## src/shared/dst_cfg.svh

```systemverilog
// constants for the service diagnostic test selector
`ifndef DST_CFG_SVH
`define DST_CFG_SVH

// group switch codes and care masks (1 = closed)
`define DST_GRP_MASK      8'hfd
`define DST_GRP3_CODE     8'hd5
`define DST_GRP4_CODE     8'he5

// test switch codes and care masks
`define DST_T0_CODE       8'hff
`define DST_T0_MASK       8'hff
`define DST_T1_CODE       8'hfe
`define DST_T1_MASK       8'hff
`define DST_T2_CODE       8'hfc
`define DST_T2_MASK       8'hfe
`define DST_T3_CODE       8'hf8
`define DST_T3_MASK       8'hfc
`define DST_T4_CODE       8'hf0
`define DST_T4_MASK       8'hf8
`define DST_T5_CODE       8'he0
`define DST_T5_MASK       8'hf0
`define DST_T7_CODE       8'h80
`define DST_T7_MASK       8'hc0

// bus data patterns
`define DST_PAT_A         8'h55
`define DST_PAT_B         8'haa

// control line positions in the control vector
`define DST_SRQ           0
`define DST_EOI           1
`define DST_ATN           2
`define DST_IFC           3
`define DST_REN           4

// service acknowledge positions
`define DST_ACK_IO        0
`define DST_ACK_KBD       1
`define DST_ACK_BUS       2
`define DST_ACK_MSG       3
`define DST_ACK_RTC       4

// message bus own address, arbitrary value
`define DST_MSG_SELF      8'h1e

// timing
`define DST_CLK_HZ        50000000
`define DST_STEP_MS       250
`define DST_RTC_MS        8
`define DST_STEP_CYCLES   (`DST_STEP_MS * (`DST_CLK_HZ / 1000))
`define DST_RTC_CYCLES    (`DST_RTC_MS * (`DST_CLK_HZ / 1000))

`endif

```

## src/shared/dst_pkg.sv

```systemverilog
// types for the service diagnostic test selector
`default_nettype none
package dst_pkg;

	typedef enum logic [3:0] {
		T_NONE,
		T_BUS_DATA,
		T_BUS_CTRL,
		T_KBD_STAT,
		T_KBD_KEYS,
		T_PWR_SW,
		T_NMI,
		T_IO_TMR,
		T_KBD_IRQ,
		T_BUS_IRQ,
		T_MSG_LOOP,
		T_RTC
	} dst_test_type;

	typedef enum logic {
		NMI_LIT,
		NMI_DARK
	} dst_nmi_type;

endpackage : dst_pkg
`default_nettype wire

```

## src/core/dst_tick_gen.sv

```systemverilog
// periodic one-cycle tick while enabled
`timescale 1ns/10ps
`default_nettype none
module dst_tick_gen #(
	parameter int unsigned PERIOD = 4
) (
	// clock and reset
	input  wire logic mclk,
	input  wire logic rst,
	// control
	input  wire logic run,
	// result
	output var  logic tick
);
	localparam int unsigned W = $clog2(PERIOD + 1);

	logic [W-1:0] cnt;
	wire          last = (cnt == W'(PERIOD - 1));

	always_ff @(posedge mclk) begin
		if (rst || !run) begin
			cnt  <= '0;
			tick <= 1'b0;
		end else begin
			cnt  <= last ? '0 : cnt + W'(1);
			tick <= last;
		end
	end

endmodule : dst_tick_gen
`default_nettype wire

```

## src/core/dst_selector.sv

```systemverilog
// service diagnostic selector: switch decode and test sequencing
`timescale 1ns/10ps
`default_nettype none
`include "dst_cfg.svh"

module dst_selector
	import dst_pkg::*;
#(
	parameter int unsigned STEP_CYCLES = `DST_STEP_CYCLES,
	parameter int unsigned RTC_CYCLES  = `DST_RTC_CYCLES
) (
	// clock and reset
	input  wire logic       mclk,
	input  wire logic       rst,
	// service switches and preconditions
	input  wire logic [7:0] diag_group_switch,
	input  wire logic [7:0] diag_test_switch,
	input  wire logic       ram_ok,
	// instrument bus controller
	output var  logic       bus_ctrl_mode,
	output var  logic [7:0] bus_data_out,
	output var  logic       bus_data_oe,
	output var  logic [4:0] bus_ctl_out,
	output var  logic       bus_ctl_oe,
	output var  logic       bus_irq_force,
	input  wire logic       bus_irq,
	// keyboard link
	input  wire logic [7:0] kbd_selftest,
	input  wire logic [7:0] kbd_loop_status,
	input  wire logic [7:0] kbd_code,
	input  wire logic       kbd_code_valid,
	input  wire logic       kbd_nmi,
	input  wire logic       kbd_irq,
	output var  logic       kbd_irq_en,
	// i/o controller
	input  wire logic [7:0] io_read_status,
	input  wire logic       io_timer_irq,
	output var  logic       io_timer_en,
	// message bus
	input  wire logic       msg_irq,
	input  wire logic [7:0] msg_rx_data,
	output var  logic       msg_loop_en,
	output var  logic [7:0] msg_src_addr,
	output var  logic [7:0] msg_dst_addr,
	output var  logic       msg_send,
	output var  logic [7:0] msg_tx_data,
	// real-time clock
	input  wire logic [7:0] rtc_time,
	output var  logic       rtc_irq_en,
	output var  logic [7:0] rtc_period_ms,
	// service results
	output var  logic [4:0] irq_ack,
	output var  logic [7:0] leds
);

	////////////////////////////////////////////////////////////////////
	// switch decode

	dst_test_type next_sel;
	dst_test_type sel;
	dst_nmi_type  nmi_st;
	dst_nmi_type  next_nmi_st;
	logic [2:0]   phase;
	logic [7:0]   evt_cnt;
	logic [7:0]   key_hold;

	// masked compare ignores the X positions
	wire grp3 = ((diag_group_switch & `DST_GRP_MASK)
		== (`DST_GRP3_CODE & `DST_GRP_MASK));
	wire grp4 = ((diag_group_switch & `DST_GRP_MASK)
		== (`DST_GRP4_CODE & `DST_GRP_MASK));
	wire t0 = ((diag_test_switch & `DST_T0_MASK) == `DST_T0_CODE);
	wire t1 = ((diag_test_switch & `DST_T1_MASK) == `DST_T1_CODE);
	wire t2 = ((diag_test_switch & `DST_T2_MASK) == `DST_T2_CODE);
	wire t3 = ((diag_test_switch & `DST_T3_MASK) == `DST_T3_CODE);
	wire t4 = ((diag_test_switch & `DST_T4_MASK) == `DST_T4_CODE);
	wire t5 = ((diag_test_switch & `DST_T5_MASK) == `DST_T5_CODE);
	wire t7 = ((diag_test_switch & `DST_T7_MASK) == `DST_T7_CODE);
	wire g4_ok = grp4 && ram_ok;

	always_comb begin
		next_sel = T_NONE;
		if (grp3 && t0) begin
			next_sel = T_BUS_DATA;
		end else if (grp3 && t1) begin
			next_sel = T_BUS_CTRL;
		end else if (grp3 && t2) begin
			next_sel = T_KBD_STAT;
		end else if (grp3 && t3) begin
			next_sel = T_KBD_KEYS;
		end else if (grp3 && t4) begin
			next_sel = T_PWR_SW;
		end else if (g4_ok && t1) begin
			next_sel = T_NMI;
		end else if (g4_ok && t2) begin
			next_sel = T_IO_TMR;
		end else if (g4_ok && t3) begin
			next_sel = T_KBD_IRQ;
		end else if (g4_ok && t4) begin
			next_sel = T_BUS_IRQ;
		end else if (g4_ok && t5) begin
			next_sel = T_MSG_LOOP;
		end else if (g4_ok && t7) begin
			next_sel = T_RTC;
		end
	end

	////////////////////////////////////////////////////////////////////
	// step and rtc timing

	logic step_tick;
	logic rtc_tick;
	wire  steady   = (next_sel == sel);
	wire  step_run = steady && (sel != T_NONE);
	wire  rtc_run  = steady && (sel == T_RTC);

	dst_tick_gen #(
		.PERIOD (STEP_CYCLES)
	) u_step (
		.mclk (mclk),
		.rst  (rst),
		.run  (step_run),
		.tick (step_tick)
	);

	// stands in for the programmed 8 ms clock interrupt
	dst_tick_gen #(
		.PERIOD (RTC_CYCLES)
	) u_rtc (
		.mclk (mclk),
		.rst  (rst),
		.run  (rtc_run),
		.tick (rtc_tick)
	);

	////////////////////////////////////////////////////////////////////
	// per-test output values

	// control sequence: SRQ, EOI, EOI+ATN, ATN, ATN+IFC, IFC, REN, none
	logic [4:0] ctl_seq;
	always_comb begin
		ctl_seq = 5'h00;
		case (phase)
			3'd0: ctl_seq[`DST_SRQ] = 1'b1;
			3'd1: ctl_seq[`DST_EOI] = 1'b1;
			3'd2: begin
				ctl_seq[`DST_EOI] = 1'b1;
				ctl_seq[`DST_ATN] = 1'b1;
			end
			3'd3: ctl_seq[`DST_ATN] = 1'b1;
			3'd4: begin
				ctl_seq[`DST_ATN] = 1'b1;
				ctl_seq[`DST_IFC] = 1'b1;
			end
			3'd5: ctl_seq[`DST_IFC] = 1'b1;
			3'd6: ctl_seq[`DST_REN] = 1'b1;
			default: ctl_seq = 5'h00;
		endcase
	end

	wire is_bus   = (sel == T_BUS_DATA) || (sel == T_BUS_CTRL)
		|| (sel == T_BUS_IRQ);
	wire [7:0] pat = phase[0] ? `DST_PAT_B : `DST_PAT_A;
	wire [7:0] stat_pick = phase[0] ? kbd_loop_status : kbd_selftest;
	wire io_srv  = (sel == T_IO_TMR) && io_timer_irq;
	wire kbd_srv = (sel == T_KBD_IRQ) && (kbd_irq || kbd_code_valid);
	wire bus_srv = (sel == T_BUS_IRQ) && bus_irq;
	wire msg_srv = (sel == T_MSG_LOOP) && msg_irq;
	wire rtc_srv = (sel == T_RTC) && rtc_tick;
	wire key_in  = kbd_code_valid
		&& ((sel == T_KBD_KEYS) || (sel == T_KBD_IRQ));
	// a key from an earlier test must not show in a new one
	wire [7:0] next_key_hold = key_in ? kbd_code
		: (steady ? key_hold : 8'h00);

	always_comb begin
		next_nmi_st = nmi_st;
		case (nmi_st)
			NMI_LIT: begin
				if (sel == T_NMI && kbd_nmi) begin
					next_nmi_st = NMI_DARK;
				end
			end
			NMI_DARK: begin
				// a fresh NMI wins over the step that relights
				if (sel != T_NMI) begin
					next_nmi_st = NMI_LIT;
				end else if (step_tick && !kbd_nmi) begin
					next_nmi_st = NMI_LIT;
				end
			end
			default: next_nmi_st = NMI_LIT;
		endcase
	end

	logic [7:0] next_leds;
	always_comb begin
		next_leds = 8'h00;
		case (sel)
			T_BUS_DATA: next_leds = pat;
			T_BUS_CTRL: next_leds = {3'b000, ctl_seq};
			T_KBD_STAT: next_leds = stat_pick;
			T_KBD_KEYS: next_leds = key_in ? kbd_code : key_hold;
			T_PWR_SW:   next_leds = io_read_status;
			T_NMI:      next_leds = (next_nmi_st == NMI_DARK)
				? 8'h00 : 8'hff;
			T_IO_TMR:   next_leds = evt_cnt;
			T_KBD_IRQ:  next_leds = key_in ? kbd_code : key_hold;
			T_BUS_IRQ:  next_leds = {8{phase[0]}};
			T_MSG_LOOP: next_leds = msg_srv ? msg_rx_data : leds;
			T_RTC:      next_leds = rtc_srv ? rtc_time : leds;
			default:    next_leds = 8'h00;
		endcase
	end

	////////////////////////////////////////////////////////////////////
	// registers

	always_ff @(posedge mclk) begin
		if (rst) begin
			sel      <= T_NONE;
			nmi_st   <= NMI_LIT;
			phase    <= 3'd0;
			evt_cnt  <= 8'h00;
			key_hold <= 8'h00;
		end else begin
			sel      <= next_sel;
			nmi_st   <= next_nmi_st;
			phase    <= !steady ? 3'd0 : phase + 3'(step_tick);
			evt_cnt  <= !steady ? 8'h00 : evt_cnt + 8'(io_srv);
			key_hold <= next_key_hold;
		end
	end

	always_ff @(posedge mclk) begin
		if (rst) begin
			bus_ctrl_mode <= 1'b0;
			bus_data_out  <= 8'h00;
			bus_data_oe   <= 1'b0;
			bus_ctl_out   <= 5'h00;
			bus_ctl_oe    <= 1'b0;
			bus_irq_force <= 1'b0;
		end else begin
			bus_ctrl_mode <= is_bus;
			bus_data_oe   <= is_bus;
			bus_data_out  <= (sel == T_BUS_DATA) ? pat : 8'h00;
			bus_ctl_oe    <= is_bus;
			bus_ctl_out   <= (sel == T_BUS_CTRL) ? ctl_seq : 5'h00;
			bus_irq_force <= (sel == T_BUS_IRQ) && phase[0];
		end
	end

	always_ff @(posedge mclk) begin
		if (rst) begin
			kbd_irq_en    <= 1'b0;
			io_timer_en   <= 1'b0;
			msg_loop_en   <= 1'b0;
			msg_src_addr  <= 8'h00;
			msg_dst_addr  <= 8'h00;
			msg_send      <= 1'b0;
			msg_tx_data   <= 8'h00;
			rtc_irq_en    <= 1'b0;
			rtc_period_ms <= 8'h00;
			irq_ack       <= 5'h00;
			leds          <= 8'h00;
		end else begin
			kbd_irq_en    <= (sel == T_KBD_IRQ);
			io_timer_en   <= (sel == T_IO_TMR);
			msg_loop_en   <= (sel == T_MSG_LOOP);
			msg_src_addr  <= `DST_MSG_SELF;
			msg_dst_addr  <= `DST_MSG_SELF;
			msg_send      <= (sel == T_MSG_LOOP) && step_tick;
			msg_tx_data   <= {5'h00, phase};
			rtc_irq_en    <= (sel == T_RTC);
			rtc_period_ms <= 8'(`DST_RTC_MS);
			irq_ack[`DST_ACK_IO]  <= io_srv;
			irq_ack[`DST_ACK_KBD] <= kbd_srv;
			irq_ack[`DST_ACK_BUS] <= bus_srv;
			irq_ack[`DST_ACK_MSG] <= msg_srv;
			irq_ack[`DST_ACK_RTC] <= rtc_srv;
			leds          <= next_leds;
		end
	end

	wire g4_sel = (sel == T_NMI) || (sel == T_IO_TMR)
		|| (sel == T_KBD_IRQ) || (sel == T_BUS_IRQ)
		|| (sel == T_MSG_LOOP) || (sel == T_RTC);
endmodule : dst_selector
`default_nettype wire

```

## config.mk

```make
export PLATFORM = sky130hd
export DESIGN_NAME = dst_selector
export DESIGN_NICKNAME = d
export VERILOG_FILES = /design/src/shared/dst_pkg.sv /design/src/core/dst_tick_gen.sv /design/src/core/dst_selector.sv
export VERILOG_INCLUDE_DIRS = /design/src /design/src/shared
export SDC_FILE = /design/constraint.sdc
export NUM_CORES = 1
export LEC_CHECK = 0
export BUFFER_PORTS_ARGS = -buffer_cell sky130_fd_sc_hd__buf_2
export CAP_MARGIN = 15
export CORE_MARGIN = 2
export CORE_UTILIZATION = 40
export CTS_BUF_LIST = sky130_fd_sc_hd__clkbuf_8 sky130_fd_sc_hd__clkbuf_16
export DETAILED_ROUTE_END_ITERATION = 16
export PLACE_DENSITY_LB_ADDON = 0.12
export RECOVER_POWER = 50
export SETUP_SLACK_MARGIN = 0.4
export SLEW_MARGIN = 20
export SYNTH_ARGS = -nofsm -noshare
export SYNTH_HDL_FRONTEND = slang
export SYNTH_HIERARCHICAL = 1
export SYNTH_SLANG_ARGS = --single-unit
```

## constraint.sdc

```tcl
create_clock -name mclk -period 3.55 [get_ports mclk]
set_input_delay 0.5325 -clock mclk [delete_from_list [all_inputs] [get_ports mclk]]
set_output_delay 0.5325 -clock mclk [all_outputs]
set_load 0.005 [all_outputs]
```

==> run_results.csv <==
group,metric,value,unit
run_status,outcome,"complete, no violations",
floorplanning,core_area,13090,µm²
final_layout,final_nets,774,
floorplanning,initial_utilization,40.44,%
sta,hold_viol_final,0,
final_layout,antennaDiodeCount,0,
setup_path,crit_type,"input pin to register",
yosys,ys_seq_area_share,37.83,%
drt,final_antenna_net_count,0,
global_routing,grt_pass1_vias,4306,
setup_path,cp-end-kind,"register",
global_routing,grt_usage,18.90,%
clock_tree,clk_pin_slew,0.07,ns
min_path,hp-class,"input pin to register",
placed_design,port_buffers,118,
sta,fin_tns_setup,0,ns
final_layout,syn2layout_area_growth,14.21,%
global_routing,grt_pass1_wl,21.51,mm
clock_tree,ctsResizeCount,0,
sta,rsz0062_at_grt,"false",
sta,tightestPinTransition,1.192,ns
clock_tree,insertion_delay,0.35,ns
yosys,synth_edf_count,0,
drt,vias,4650,
floorplanning,fp.dieH,119.0,µm
final_layout,multiInputGateArea,2856,µm²
clock_tree,cts_buffers,9,
clock_tree,htreeDepth,3,
sta,max_slew_margin,20.51,%
global_routing,antenna_found_initial,1,
sta,setup_viol,0,
setup_path,crit_fanout,25,
setup_path,cp.required,3.75,ns
drt,drc,0,
power,power-per-cell-area,368.0,nW/µm²
yosys,syn_inst,606,
power,power.leakage,2.306,nW
placed_design,globalplace.congestion,0.8296,
yosys,syn_area_per_cell,8.732,µm²
global_routing,grt_overflow,0,
clock_tree,cts-root-buf,"clkbuf_16",
sta,fmax,0.3572,GHz
placed_design,hpwl,9.758,mm
sta,fin_skew,0.009115,ns
final_layout,final_util,46.18,%
final_layout,fillers,1332,
drt,wl_per_cell,14.99,µm
sta,period_needed,2.799,ns
global_routing,grt_max_degree,26,
final_layout,stdcell_area,6043,µm²
drt,wl,13.13,mm
clock_tree,cts.path.max_buffers,2,
yosys,syn_area,5291,µm²
yosys,synth-async-reset-ratio,0,%
setup_path,start_kind,"input pin",
placed_design,post_dp_cell_area,5778,µm²
drt,drt_iter0_drc,308,
clock_tree,hold_buffers,0,
yosys,yosys_warnings,6,
yosys,ys_ff_latch,100,
floorplanning,die_w,119.0,µm
global_routing,use_met1,23.99,%
global_routing,met3_usage,4.167,%
drt,dr.pass1.iters,6,
sta,report.final.slew_viol_count,0,
floorplanning,num_rows,42,
power,vdd_drop_max,0.2498,mV
clock_tree,cts_sinks,100,
final_layout,regArea,2002,µm²
global_routing,grt_use_met2,31.57,%
final_layout,drive_gt1_share,20.00,%
floorplanning,die_area,14160,µm²
clock_tree,cts_tree,"done",
yosys,ys_types,69,
yosys,synth_ff_type,"dfxtp_1",
sta,fin_crit_sh,78.85,%
global_routing,gr-max-usage-layer,"met2",
flow_run,cap_violations,0,
power,total_power,2.224,mW
floorplanning,ioPinCount,140,
drt,vias_per_cell,5.308,
clock_tree,postCtsSetupBuffers,0,
setup_path,cp.arrival,3.00,ns
cells by family after synthesis:
family,count (synthesis),share of synthesized area [%]
mux,20,3.925
other cells,1,0.07087
fa+ha+maj,6,1.419
simple gates,254,27.31
buf+inv,84,9.529
compound gates,104,13.79
xor+xnor,37,6.124
flops,100,37.83
cell type report:
class / count / area share (%)
Timing Repair Buffer: 122 / 9.689
Clock buffer: 9 / 3.727
Clock inverter: 7 / 1.242
Tap cell: 176 / 3.644
Multi-Input combinational cell: 441 / 47.27
Sequential cell: 100 / 33.13
Inverter: 21 / 1.304
per-layer routing:
layer	part of all wire [%]	vias to the layer above
met5	0.099	-
met4	2.6	2
met3	5.8	23
met2	47	157
met1	45	2154
li1	-	2314
placed cells by master, fill, tap and decap left out, drive strengths merged, types with 4 or more instances in the layout:
master	count
conb	20
nand3	32
or3	6
o21ai	20
nor2b	9
inv	21
or4	8
a21oi	23
nor4	11
o31ai	14
xor2	18
xnor2	19
mux2	6
nor2	49
buf	99
and2	4
nand2b	9
o32ai	8
mux2i	14
nor3	28
nor3b	7
a22oi	12
and3	12
clkbuf	32
ha	6
and4	6
dfxtp	100
nand4	20
nand2	44
state kept, by name (all words and copies together), names as in the netlist, 2 cells and up:
name and count:
irq_ack 5, bus_ctl_out 5, u_rtc/cnt 19, sel 4
key_hold 8, leds 8, phase 3, evt_cnt 8
u_step/cnt 24, msg_tx_data 3, bus_data_out 2
stage by stage:
| step | hold slack (ns) | worst slack, ns | std cells |
|---|---|---|---|
| floorplan | 0.4261 | 1.019 | 625 |
| global placement | 0.4389 | 0.5468 | 860 |
| detailed placement | 0.4439 | 0.5008 | 860 |
| CTS | 0.3707 | 0.8647 | 876 |
| global route | 0.3853 | 0.5247 | 876 |
| finish | 0.3774 | 0.7507 | 876 |
worst paths after layout:
path / startpoint / depth (start not counted) / slack [ns] / end
max: rst / 5 / 0.75 / u_step/cnt[13]
min: kbd_irq / 2 / 0.38 / irq_ack[1]
min reg2reg: leds[5] / 2 / 0.46 / leds[5]
max reg2reg: sel[1] / 9 / 0.85 / evt_cnt[6]
report_power, final:
group / total (mW) / internal (mW) / leakage (nW) / switching (mW)
Clock: 0.997 / 0.549 / 0.138 / 0.448
Sequential: 1.12 / 1.12 / 0.805 / 0.00106
Combinational: 0.105 / 0.0465 / 1.36 / 0.0582
worst max-delay path: stages:
cell      delay [ns]
clkbuf_1        0.85
clkbuf_1        0.82
nand2b_1        0.23
o21bai_2        0.42
nor2_1          0.12
Yosys cell counts (3+ instances only):
master / n / area [µm²]
xnor2_1: 19 / 166.4
a22oi_1: 12 / 90.09
nor2b_1: 9 / 56.30
mux2_2: 6 / 67.56
and3_1: 10 / 62.56
o21ai_0: 18 / 90.09
nand2b_1: 9 / 56.30
dfxtp_1: 100 / 2002
and2_1: 4 / 25.02
nor3_1: 26 / 130.1
nor3b_1: 7 / 52.55
or4_1: 7 / 52.55
buf_6: 3 / 33.78
nand3_1: 28 / 140.1
o32ai_1: 8 / 70.07
nand2_1: 43 / 161.4
clkbuf_1: 14 / 52.55
buf_4: 38 / 285.3
ha_1: 6 / 75.07
inv_1: 20 / 75.07
nor4_1: 11 / 68.82
buf_2: 6 / 30.03
mux2i_1: 14 / 140.1
o31ai_1: 14 / 105.1
nand4_1: 16 / 100.1
xor2_1: 18 / 157.7
nand4_4: 3 / 63.81
nor2_1: 49 / 183.9
o211ai_1: 3 / 22.52
a21oi_1: 22 / 110.1
a211oi_1: 3 / 22.52
or3_1: 6 / 37.54
and4_1: 6 / 52.55
a21o_1: 3 / 22.52
(Power assumes the default switching activity.)
